### config.mk
export PLATFORM = sky130hd
export DESIGN_NAME = esa_top
export DESIGN_NICKNAME = d
export VERILOG_FILES = /design/src/esa_pkg.sv /design/src/esa_resp_if.sv /design/src/esa_top.sv /design/src/esa_resp.sv
export VERILOG_INCLUDE_DIRS = /design/src
export SDC_FILE = /design/constraint.sdc
export NUM_CORES = 1
export LEC_CHECK = 0
export ABC_CLOCK_PERIOD_IN_PS = 6700
export BUFFER_PORTS_ARGS = -buffer_cell sky130_fd_sc_hd__buf_2
export CAP_MARGIN = 20
export CELL_PAD_IN_SITES_DETAIL_PLACEMENT = 0
export CELL_PAD_IN_SITES_GLOBAL_PLACEMENT = 1
export CORE_ASPECT_RATIO = 0.5
export CORE_MARGIN = 10
export CORE_UTILIZATION = 30
export CTS_CLUSTER_SIZE = 8
export DETAILED_ROUTE_END_ITERATION = 6
export PLACE_DENSITY_LB_ADDON = 0.1
export SYNTH_ARGS = -nofsm -noshare
export SYNTH_HDL_FRONTEND = slang
export SYNTH_SLANG_ARGS = --single-unit
### constraint.sdc
create_clock -name REF_CLK_I -period 6.7 [get_ports REF_CLK_I]
set_clock_uncertainty 0.15 [all_clocks]
set_input_delay 1.005 -clock REF_CLK_I [delete_from_list [all_inputs] [get_ports REF_CLK_I]]
set_output_delay 1.005 -clock REF_CLK_I [all_outputs]
set_load 0.05 [all_outputs]
### src/esa_consts.svh
// Constants of the E1 transmit national-bit insertion block
`ifndef ESA_CONSTS_SVH
`define ESA_CONSTS_SVH

//--------------------------------------------------------------
// Register offsets
//--------------------------------------------------------------
`define ESA_OFF_SEQ4        8'h00
`define ESA_OFF_SEQ5        8'h01
`define ESA_OFF_SEQ6        8'h02
`define ESA_OFF_SEQ7        8'h03
`define ESA_OFF_SEQ8        8'h04
`define ESA_OFF_CTRL        8'h05
`define ESA_OFF_DLEN        8'h06
`define ESA_OFF_INSSEL      8'h07
`define ESA_OFF_STATUS      8'h08

//--------------------------------------------------------------
// Reset values
//--------------------------------------------------------------
`define ESA_SEQ_RST         8'hff
`define ESA_CTRL_RST        8'h00
`define ESA_NB_RST          5'h00

//--------------------------------------------------------------
// Field positions of auto_response_control
//--------------------------------------------------------------
`define ESA_CTRL_A_ONE      7
`define ESA_CTRL_A_ZERO     6
`define ESA_CTRL_SEL_HI     3
`define ESA_CTRL_SEL_LO     2
`define ESA_CTRL_CHK        1
`define ESA_CTRL_COMB       0

//--------------------------------------------------------------
// Far-end error report select codes and sa6 patterns
//--------------------------------------------------------------
`define ESA_SEL_E_ZERO      2'h1
`define ESA_SEL_SA5_ZERO    2'h2
`define ESA_SEL_FULL        2'h3
`define ESA_SA6_AIS         4'hf
`define ESA_SA6_FEBE        4'h0
`define ESA_SA6_FEBE_FULL   4'h1
`define ESA_SA6_CHK         4'h2
`define ESA_SA6_BOTH        4'h3

//--------------------------------------------------------------
// Multiframe timing
//--------------------------------------------------------------
`define ESA_MF_FIRST        5'h01
`define ESA_SEQ_TOP         4'h8

`endif

### src/esa_pkg.sv
// Types of the E1 transmit national-bit insertion block
`default_nettype none
package esa_pkg;
	typedef struct packed {
		logic       active;
		logic       a;
		logic       sa5;
		logic [3:0] sa6;
		logic       e_ovr;
		logic       e;
	} esa_resp_t;

	typedef enum logic [5:0] {
		ESA_SRC_NONE     = 6'b00_0001,
		ESA_SRC_AIS_ONE  = 6'b00_0010,
		ESA_SRC_AIS_ZERO = 6'b00_0100,
		ESA_SRC_BOTH     = 6'b00_1000,
		ESA_SRC_FEBE     = 6'b01_0000,
		ESA_SRC_CHK      = 6'b10_0000
	} esa_src_t;
endpackage
`default_nettype wire

### src/esa_resp_if.sv
// Interface between the insertion top and the response selector
`default_nettype none
interface esa_resp_if;
	import esa_pkg::*;
	logic [7:0] ctrl;
	logic       ais;
	logic       febe;
	logic       crc_err;
	esa_resp_t  resp;
	esa_src_t   src;

	modport sel  (input ctrl, ais, febe, crc_err, output resp, src);
	modport user (output ctrl, ais, febe, crc_err, input resp, src);
endinterface
`default_nettype wire

### src/esa_top.sv
// E1 transmit national-bit insertion, register file and automatic responses
`include "esa_consts.svh"
`default_nettype none
module esa_top (
	input  wire logic       REF_CLK_I,
	input  wire logic       RST_N_I,
	input  wire logic [7:0] REG_ADDR_I,
	input  wire logic [7:0] REG_WDATA_I,
	input  wire logic       REG_WR_I,
	input  wire logic       REG_RD_I,
	output logic      [7:0] REG_RDATA_O,
	input  wire logic       FRAME_STB_I,
	input  wire logic [4:0] FRAME_NUM_I,
	input  wire logic       RX_AIS_I,
	input  wire logic       RX_FEBE_I,
	input  wire logic       RX_CRC_ERR_I,
	output logic      [4:0] TX_SA_O,
	output logic      [4:0] TX_SA_OVR_O,
	output logic            TX_A_O,
	output logic            TX_A_OVR_O,
	output logic            TX_E_O,
	output logic            TX_E_OVR_O
);
	import esa_pkg::*;

	//----------------------------------------------------------
	// Register file
	//----------------------------------------------------------
	logic [7:0] seq [0:4];
	logic [7:0] next_seq [0:4];
	logic [7:0] ctrl;
	logic [7:0] next_ctrl;
	logic [4:0] dlen;
	logic [4:0] next_dlen;
	logic [4:0] insel;
	logic [4:0] next_insel;
	logic [7:0] rdata;
	logic [7:0] next_rdata;
	esa_resp_if rif ();

	always_comb begin
		for (int i = 0; i < 5; i++) begin
			next_seq[i] = seq[i];
			if (REG_WR_I && REG_ADDR_I == `ESA_OFF_SEQ4 + 8'(i))
				next_seq[i] = REG_WDATA_I;
		end
		next_ctrl  = ctrl;
		next_dlen  = dlen;
		next_insel = insel;
		if (REG_WR_I) begin
			unique case (REG_ADDR_I)
				`ESA_OFF_CTRL: begin
					next_ctrl = REG_WDATA_I & 8'hcf;
				end
				`ESA_OFF_DLEN: begin
					next_dlen = REG_WDATA_I[4:0];
				end
				`ESA_OFF_INSSEL: begin
					next_insel = REG_WDATA_I[4:0];
				end
				default: begin
				end
			endcase
		end
		next_rdata = 8'h00;
		if (REG_RD_I) begin
			unique case (REG_ADDR_I)
				`ESA_OFF_SEQ4:   next_rdata = seq[0];
				`ESA_OFF_SEQ5:   next_rdata = seq[1];
				`ESA_OFF_SEQ6:   next_rdata = seq[2];
				`ESA_OFF_SEQ7:   next_rdata = seq[3];
				`ESA_OFF_SEQ8:   next_rdata = seq[4];
				`ESA_OFF_CTRL:   next_rdata = ctrl;
				`ESA_OFF_DLEN:   next_rdata = {3'h0, dlen};
				`ESA_OFF_INSSEL: next_rdata = {3'h0, insel};
				`ESA_OFF_STATUS: next_rdata = {2'h0, rif.src};
				default:         next_rdata = 8'h00;
			endcase
		end
	end

	always_ff @(posedge REF_CLK_I) begin
		if (!RST_N_I) begin
			for (int i = 0; i < 5; i++)
				seq[i] <= `ESA_SEQ_RST;
			ctrl  <= `ESA_CTRL_RST;
			dlen  <= `ESA_NB_RST;
			insel <= `ESA_NB_RST;
			rdata <= 8'h00;
		end else begin
			seq   <= next_seq;
			ctrl  <= next_ctrl;
			dlen  <= next_dlen;
			insel <= next_insel;
			rdata <= next_rdata;
		end
	end

	assign REG_RDATA_O = rdata;

	//----------------------------------------------------------
	// Automatic response selection
	//----------------------------------------------------------
	assign rif.ctrl    = ctrl;
	assign rif.ais     = RX_AIS_I;
	assign rif.febe    = RX_FEBE_I;
	assign rif.crc_err = RX_CRC_ERR_I;

	esa_resp u_resp (
		.rif (rif)
	);

	//----------------------------------------------------------
	// Frame insertion
	//----------------------------------------------------------
	function automatic logic [2:0] seq_index(input logic [4:0] fnum);
		seq_index = 3'(`ESA_SEQ_TOP - {1'b0, fnum[4:1]});
	endfunction

	function automatic logic [1:0] sa6_index(input logic [4:0] fnum);
		sa6_index = 2'(2'h3 - 2'(fnum[4:1] - 4'h1));
	endfunction

	logic [7:0] shadow [0:4];
	logic [7:0] next_shadow [0:4];
	logic [4:0] tx_sa;
	logic [4:0] next_tx_sa;
	logic [4:0] tx_sa_ovr;
	logic [4:0] next_tx_sa_ovr;
	logic       tx_a;
	logic       next_tx_a;
	logic       tx_a_ovr;
	logic       next_tx_a_ovr;
	logic       tx_e;
	logic       next_tx_e;
	logic       tx_e_ovr;
	logic       next_tx_e_ovr;

	always_comb begin
		logic       nfas;
		esa_resp_t  r;
		nfas = ~FRAME_NUM_I[0];
		r = rif.resp;
		next_shadow    = shadow;
		next_tx_sa     = tx_sa;
		next_tx_sa_ovr = tx_sa_ovr;
		next_tx_a      = tx_a;
		next_tx_a_ovr  = tx_a_ovr;
		next_tx_e      = tx_e;
		next_tx_e_ovr  = tx_e_ovr;
		if (FRAME_STB_I) begin
			// Sequences are picked up only at the multiframe start
			if (FRAME_NUM_I == `ESA_MF_FIRST)
				next_shadow = seq;
			for (int i = 0; i < 5; i++) begin
				next_tx_sa_ovr[i] = nfas & dlen[i] & insel[i];
				next_tx_sa[i] = nfas & shadow[i][seq_index(FRAME_NUM_I)];
			end
			next_tx_a_ovr = r.active;
			next_tx_a     = r.a;
			next_tx_e_ovr = r.e_ovr;
			next_tx_e     = r.e;
			if (r.active && nfas) begin
				next_tx_sa_ovr[1] = 1'b1;
				next_tx_sa[1]     = r.sa5;
				next_tx_sa_ovr[2] = 1'b1;
				next_tx_sa[2]     = r.sa6[sa6_index(FRAME_NUM_I)];
			end
		end
	end

	always_ff @(posedge REF_CLK_I) begin
		if (!RST_N_I) begin
			for (int i = 0; i < 5; i++)
				shadow[i] <= `ESA_SEQ_RST;
			tx_sa     <= 5'h00;
			tx_sa_ovr <= 5'h00;
			tx_a      <= 1'b0;
			tx_a_ovr  <= 1'b0;
			tx_e      <= 1'b0;
			tx_e_ovr  <= 1'b0;
		end else begin
			shadow    <= next_shadow;
			tx_sa     <= next_tx_sa;
			tx_sa_ovr <= next_tx_sa_ovr;
			tx_a      <= next_tx_a;
			tx_a_ovr  <= next_tx_a_ovr;
			tx_e      <= next_tx_e;
			tx_e_ovr  <= next_tx_e_ovr;
		end
	end

	assign TX_SA_O     = tx_sa;
	assign TX_SA_OVR_O = tx_sa_ovr;
	assign TX_A_O      = tx_a;
	assign TX_A_OVR_O  = tx_a_ovr;
	assign TX_E_O      = tx_e;
	assign TX_E_OVR_O  = tx_e_ovr;

	logic        ev;
	logic [1:0]  sel;
	logic        sa8_msb;
	logic [39:0] shadow_flat;
	assign ev  = FRAME_STB_I && !FRAME_NUM_I[0] && !RX_AIS_I;
	assign sel = ctrl[`ESA_CTRL_SEL_HI:`ESA_CTRL_SEL_LO];
	assign sa8_msb = shadow[4][7];
	assign shadow_flat = {shadow[0], shadow[1], shadow[2], shadow[3],
		shadow[4]};
endmodule
`default_nettype wire

### src/esa_resp.sv
// Automatic A, Sa5, Sa6 and E response selector
`include "esa_consts.svh"
`default_nettype none
module esa_resp (
	esa_resp_if.sel rif
);
	import esa_pkg::*;

	always_comb begin
		esa_resp_t r;
		esa_src_t  s;
		logic [1:0] sel;
		r = '0;
		s = ESA_SRC_NONE;
		sel = rif.ctrl[`ESA_CTRL_SEL_HI:`ESA_CTRL_SEL_LO];
		// Alarm indication wins, then the combined case, then single errors
		if (rif.ais && rif.ctrl[`ESA_CTRL_A_ONE]) begin
			r = '{1'b1, 1'b1, 1'b1, `ESA_SA6_AIS, 1'b0, 1'b0};
			s = ESA_SRC_AIS_ONE;
		end else if (rif.ais && rif.ctrl[`ESA_CTRL_A_ZERO]) begin
			r = '{1'b1, 1'b0, 1'b1, `ESA_SA6_AIS, 1'b0, 1'b0};
			s = ESA_SRC_AIS_ZERO;
		end else if (rif.febe && rif.crc_err
				&& rif.ctrl[`ESA_CTRL_COMB]) begin
			r = '{1'b1, 1'b0, 1'b1, `ESA_SA6_BOTH, 1'b1, 1'b1};
			s = ESA_SRC_BOTH;
		end else if (rif.febe && sel == `ESA_SEL_E_ZERO) begin
			r = '{1'b1, 1'b0, 1'b1, `ESA_SA6_FEBE, 1'b1, 1'b0};
			s = ESA_SRC_FEBE;
		end else if (rif.febe && sel == `ESA_SEL_SA5_ZERO) begin
			r = '{1'b1, 1'b0, 1'b0, `ESA_SA6_FEBE, 1'b1, 1'b0};
			s = ESA_SRC_FEBE;
		end else if (rif.febe && sel == `ESA_SEL_FULL) begin
			r = '{1'b1, 1'b0, 1'b1, `ESA_SA6_FEBE_FULL, 1'b1, 1'b1};
			s = ESA_SRC_FEBE;
		end else if (rif.crc_err && rif.ctrl[`ESA_CTRL_CHK]) begin
			r = '{1'b1, 1'b0, 1'b1, `ESA_SA6_CHK, 1'b1, 1'b1};
			s = ESA_SRC_CHK;
		end
		rif.resp = r;
		rif.src  = s;
	end
endmodule
`default_nettype wire

==> metrics <==
Clock transition at path regs roughly 0.060 ns; initial antenna violation count 0; Gate Count Post-Synth approximately 570; FF-to-FF path depth 5; I/O Buffers 50; First-pass DRT Iterations 4; CP Launch Point FRAME_NUM_I[1]; crit path cell chain buf_2 > inv_2 > ha_1 > mux4_2 > mux2_2 > a221oi_1 > o31ai_1; DRT Wirelength 18100 um; area of the multi-input gates roughly 0.0027 mm^2; share of power burned in registers between 40% and 50%; crit-path max cell delay 0.66 ns; # H-tree levels 4; Buffers & Inverters on Critical Path 2; Synth Net Count about 600; Cell Pwr Density 270 mW/mm^2; Max Root-Sink Buffers 2; Crit path required time approximately 7 ns; Critical Path Slowest Stage Cell ha_1; minimum clock period 2.96 ns; cts repair resizes 0; # Max-Cap Violations 0; status finished, final reports clean; Critical Path AT roughly 3.1 ns; TNS Setup 0 ns; total number of vias 4354; Clock Latency Late Sink 0.42 ns; count of nets after finishing ~640; GP Congestion between 0.7 and 0.8; chip width between 200 and 250 um; fill cell count around 1800; Setup crit start kind input pin; met2 WL a little under 8000 um; DIE HEIGHT ~110 um; Area Growth Syn to Fin 18.4%; DR WL met3 between 800 and 900 um; Root Driver clkbuf_16; actual slew at the worst max-slew pin roughly 0.9 ns; # rows 34; detailed-routing wirelength on met1 approximately 9500 um; drt wl/cell ~21 um; Synth Area per Inst a little over 9 um^2; CTS sink cnt about 120; leakage power between 2 and 3 nW; Final setup viols 0; Max Slew Vio Count 0; vias per cell 5.11; share of cells above drive strength 1 19.1%; register area between 0.002 and 0.0025 mm^2; Hold/Removal Path Class register to register; residual DRC count 0; initial DRC count 374; Core Footprint 0.0173 mm^2; die area ~0.024 mm^2; fmax around 0.34 GHz; Hold-fix buffers, CTS 0; Congestion Overflow GR 0; CP endpoint kind register; post-CTS setup buffers 0; Starting Density 30.5%; unrepaired setup endpoints after global routing no; antenna fix cells 0; endpoints failing hold 0; fraction of registers with async set/reset 0%; first-pass GRT wire length about 28000 um; Peak supply drop 0.145 mV; largest net degree at the start of global routing 77; post-route ant nets 0; switching part of the total between 20% and 30%; Rel. slew slack 40.0%; critical path depth 7; sw power approximately 0.00044 W; fin crit share between 40% and 50%; most frequent cells in the layout nand2_1 (143), dfxtp_1 (118), nand3_1 (74), mux2i_1 (51), buf_2 (49); combinational power share under 10%; EDFF count, synth 0; cell family with most CP delay multiplexers; Worst R2R End TX_SA_OVR_O[2]; r2r startpoint ctrl[2]; vias in the first global route 4371; Setup crit end TX_SA_O[1]; clock power share between 50% and 60%; TritonCTS buffer count 17; commonest non-fill, non-tap cell in the layout nand2_1; Post-DP HPWL 13100 um; final core occ a little over a third; yosys warns 0; IO Count around 50; #FFs+latches synth approximately 120; Netlist cell types between 50 and 60; CTS tree built; R2R Setup Slk 4.51 ns; main flop type after synthesis dfxtp_1; Total GRT Usage about 15%; Max Used Layer met4; Int Pwr about 0.0013 W; cell area after synthesis approximately 0.0053 mm^2; Setup CP Type input pin to register; crit path max fanout 12; sequential-to-total area share from yosys stat between 40% and 50%
-- per-layer routing --
metal,GRT usage [%],vias to the layer above
li1,-,2098
met5,0,-
met2,22.9,92
met3,3.36,9
met4,4.37,0
met1,22.1,2155
-- power groups by stage --
stage | clock network [W] | registers [W] | logic [W]
detailed placement | 0 | 0.000728 | 0.000108
finish | 0.000872 | 0.000712 | 0.000107
CTS | 0.000887 | 0.000712 | 0.000108
global route | 0.000923 | 0.000713 | 0.000116
global placement | 0 | 0.000728 | 0.000107
floorplan | 0 | 0.000733 | 0.0000645
-- cell usage after synthesis, drive strengths merged (2+ instances only) --
master     n  share of area [%]
clkbuf    29                2.1
dfxtp    118                 45
a21oi     10               0.95
mux2i     51                9.7
and3       3               0.36
a21boi     5               0.71
nand2b     2               0.24
o2bb2ai    4               0.66
nor2b     21                2.5
nor4       3               0.92
nor4b      2               0.45
nand4b     2               0.33
nand2    143                 10
a22oi      5               0.71
a31oi      3               0.36
nor2      10                1.0
and2       2               0.24
nand3     75                7.3
mux2       3               0.64
o21ai     13                1.2
a32oi      2               0.33
o31ai      2               0.28
a21o       2               0.28
mux4      18                7.7
inv        6               0.43
o211ai     4               0.57
nand4      7                1.7
buf       11                1.1
nor3       5               0.69
-- logic make-up (layout without fill, tap and decap cells) --
logic type                 after synthesis  after routing  synth area share (%)
and+or+nand+nor                        281            281                  26.9
DFF                                    118            118                  44.7
muxes                                   72             72                  18.0
AOI/OAI and AO/OA                       52             52                  6.41
buffers and inverters                   46             93                  3.60
adders and majority gates                1              1                 0.237
xor gates and xnor gates                 1              1                 0.166
-- per-stage QoR --
| step | cells | total power (W) | instance area, um^2 | hold WS [ns] | setup slack [ns] |
|---|---|---|---|---|---|
| final | 852 | 0.00169 | 6260 | 0.303 | 3.74 |
| after global routing | 852 | 0.00175 | 6260 | 0.338 | 3.56 |
| after CTS | 852 | 0.00171 | 6260 | 0.305 | 3.73 |
| after detailed placement | 820 | 0.000835 | 5700 | 0.298 | 3.29 |
| after global placement | 820 | 0.000835 | 5700 | 0.287 | 3.38 |
| after floorplan | 571 | 0.000798 | 5290 | 0.285 | 3.71 |
-- worst min-delay path, delay by kind of cell (launching register included) --
| kind | cells | cell delay, ns |
|---|---|---|
| AOI/OAI and AO/OA | 1 | 0.05 |
| DFF | 1 | 0.31 |
| and+or+nand+nor | 1 | 0.05 |
-- worst min-delay path by stage --
stage,startpoint,endpoint,cells past startpoint
final,TX_E_OVR_O,TX_E_OVR_O,2
after global routing,shadow[11],shadow[11],2
after CTS,TX_E_OVR_O,TX_E_OVR_O,2
after detailed placement,TX_E_OVR_O,TX_E_OVR_O,2
after global placement,TX_E_OVR_O,TX_E_OVR_O,2
after floorplan,shadow[10],shadow[10],2
-- layout make-up --
class / instances / share of cell area, %
Clock buffer: 18 / 6.85
Clock inverter: 14 / 2.08
Sequential cell: 118 / 37.7
Timing Repair Buffer: 55 / 4.64
Tap cell: 234 / 4.68
Multi-Input combinational cell: 407 / 43.7
Inverter: 6 / 0.360
-- state kept, by name, indices dropped and copies added, names as in the netlist, 5 cells and up --
register and count:
dlen 5, insel 5, REG_RDATA_O 8, ctrl 6, shadow 39, seq 40
TX_SA_O 5, TX_SA_OVR_O 5
(Power assumes the default switching activity.)
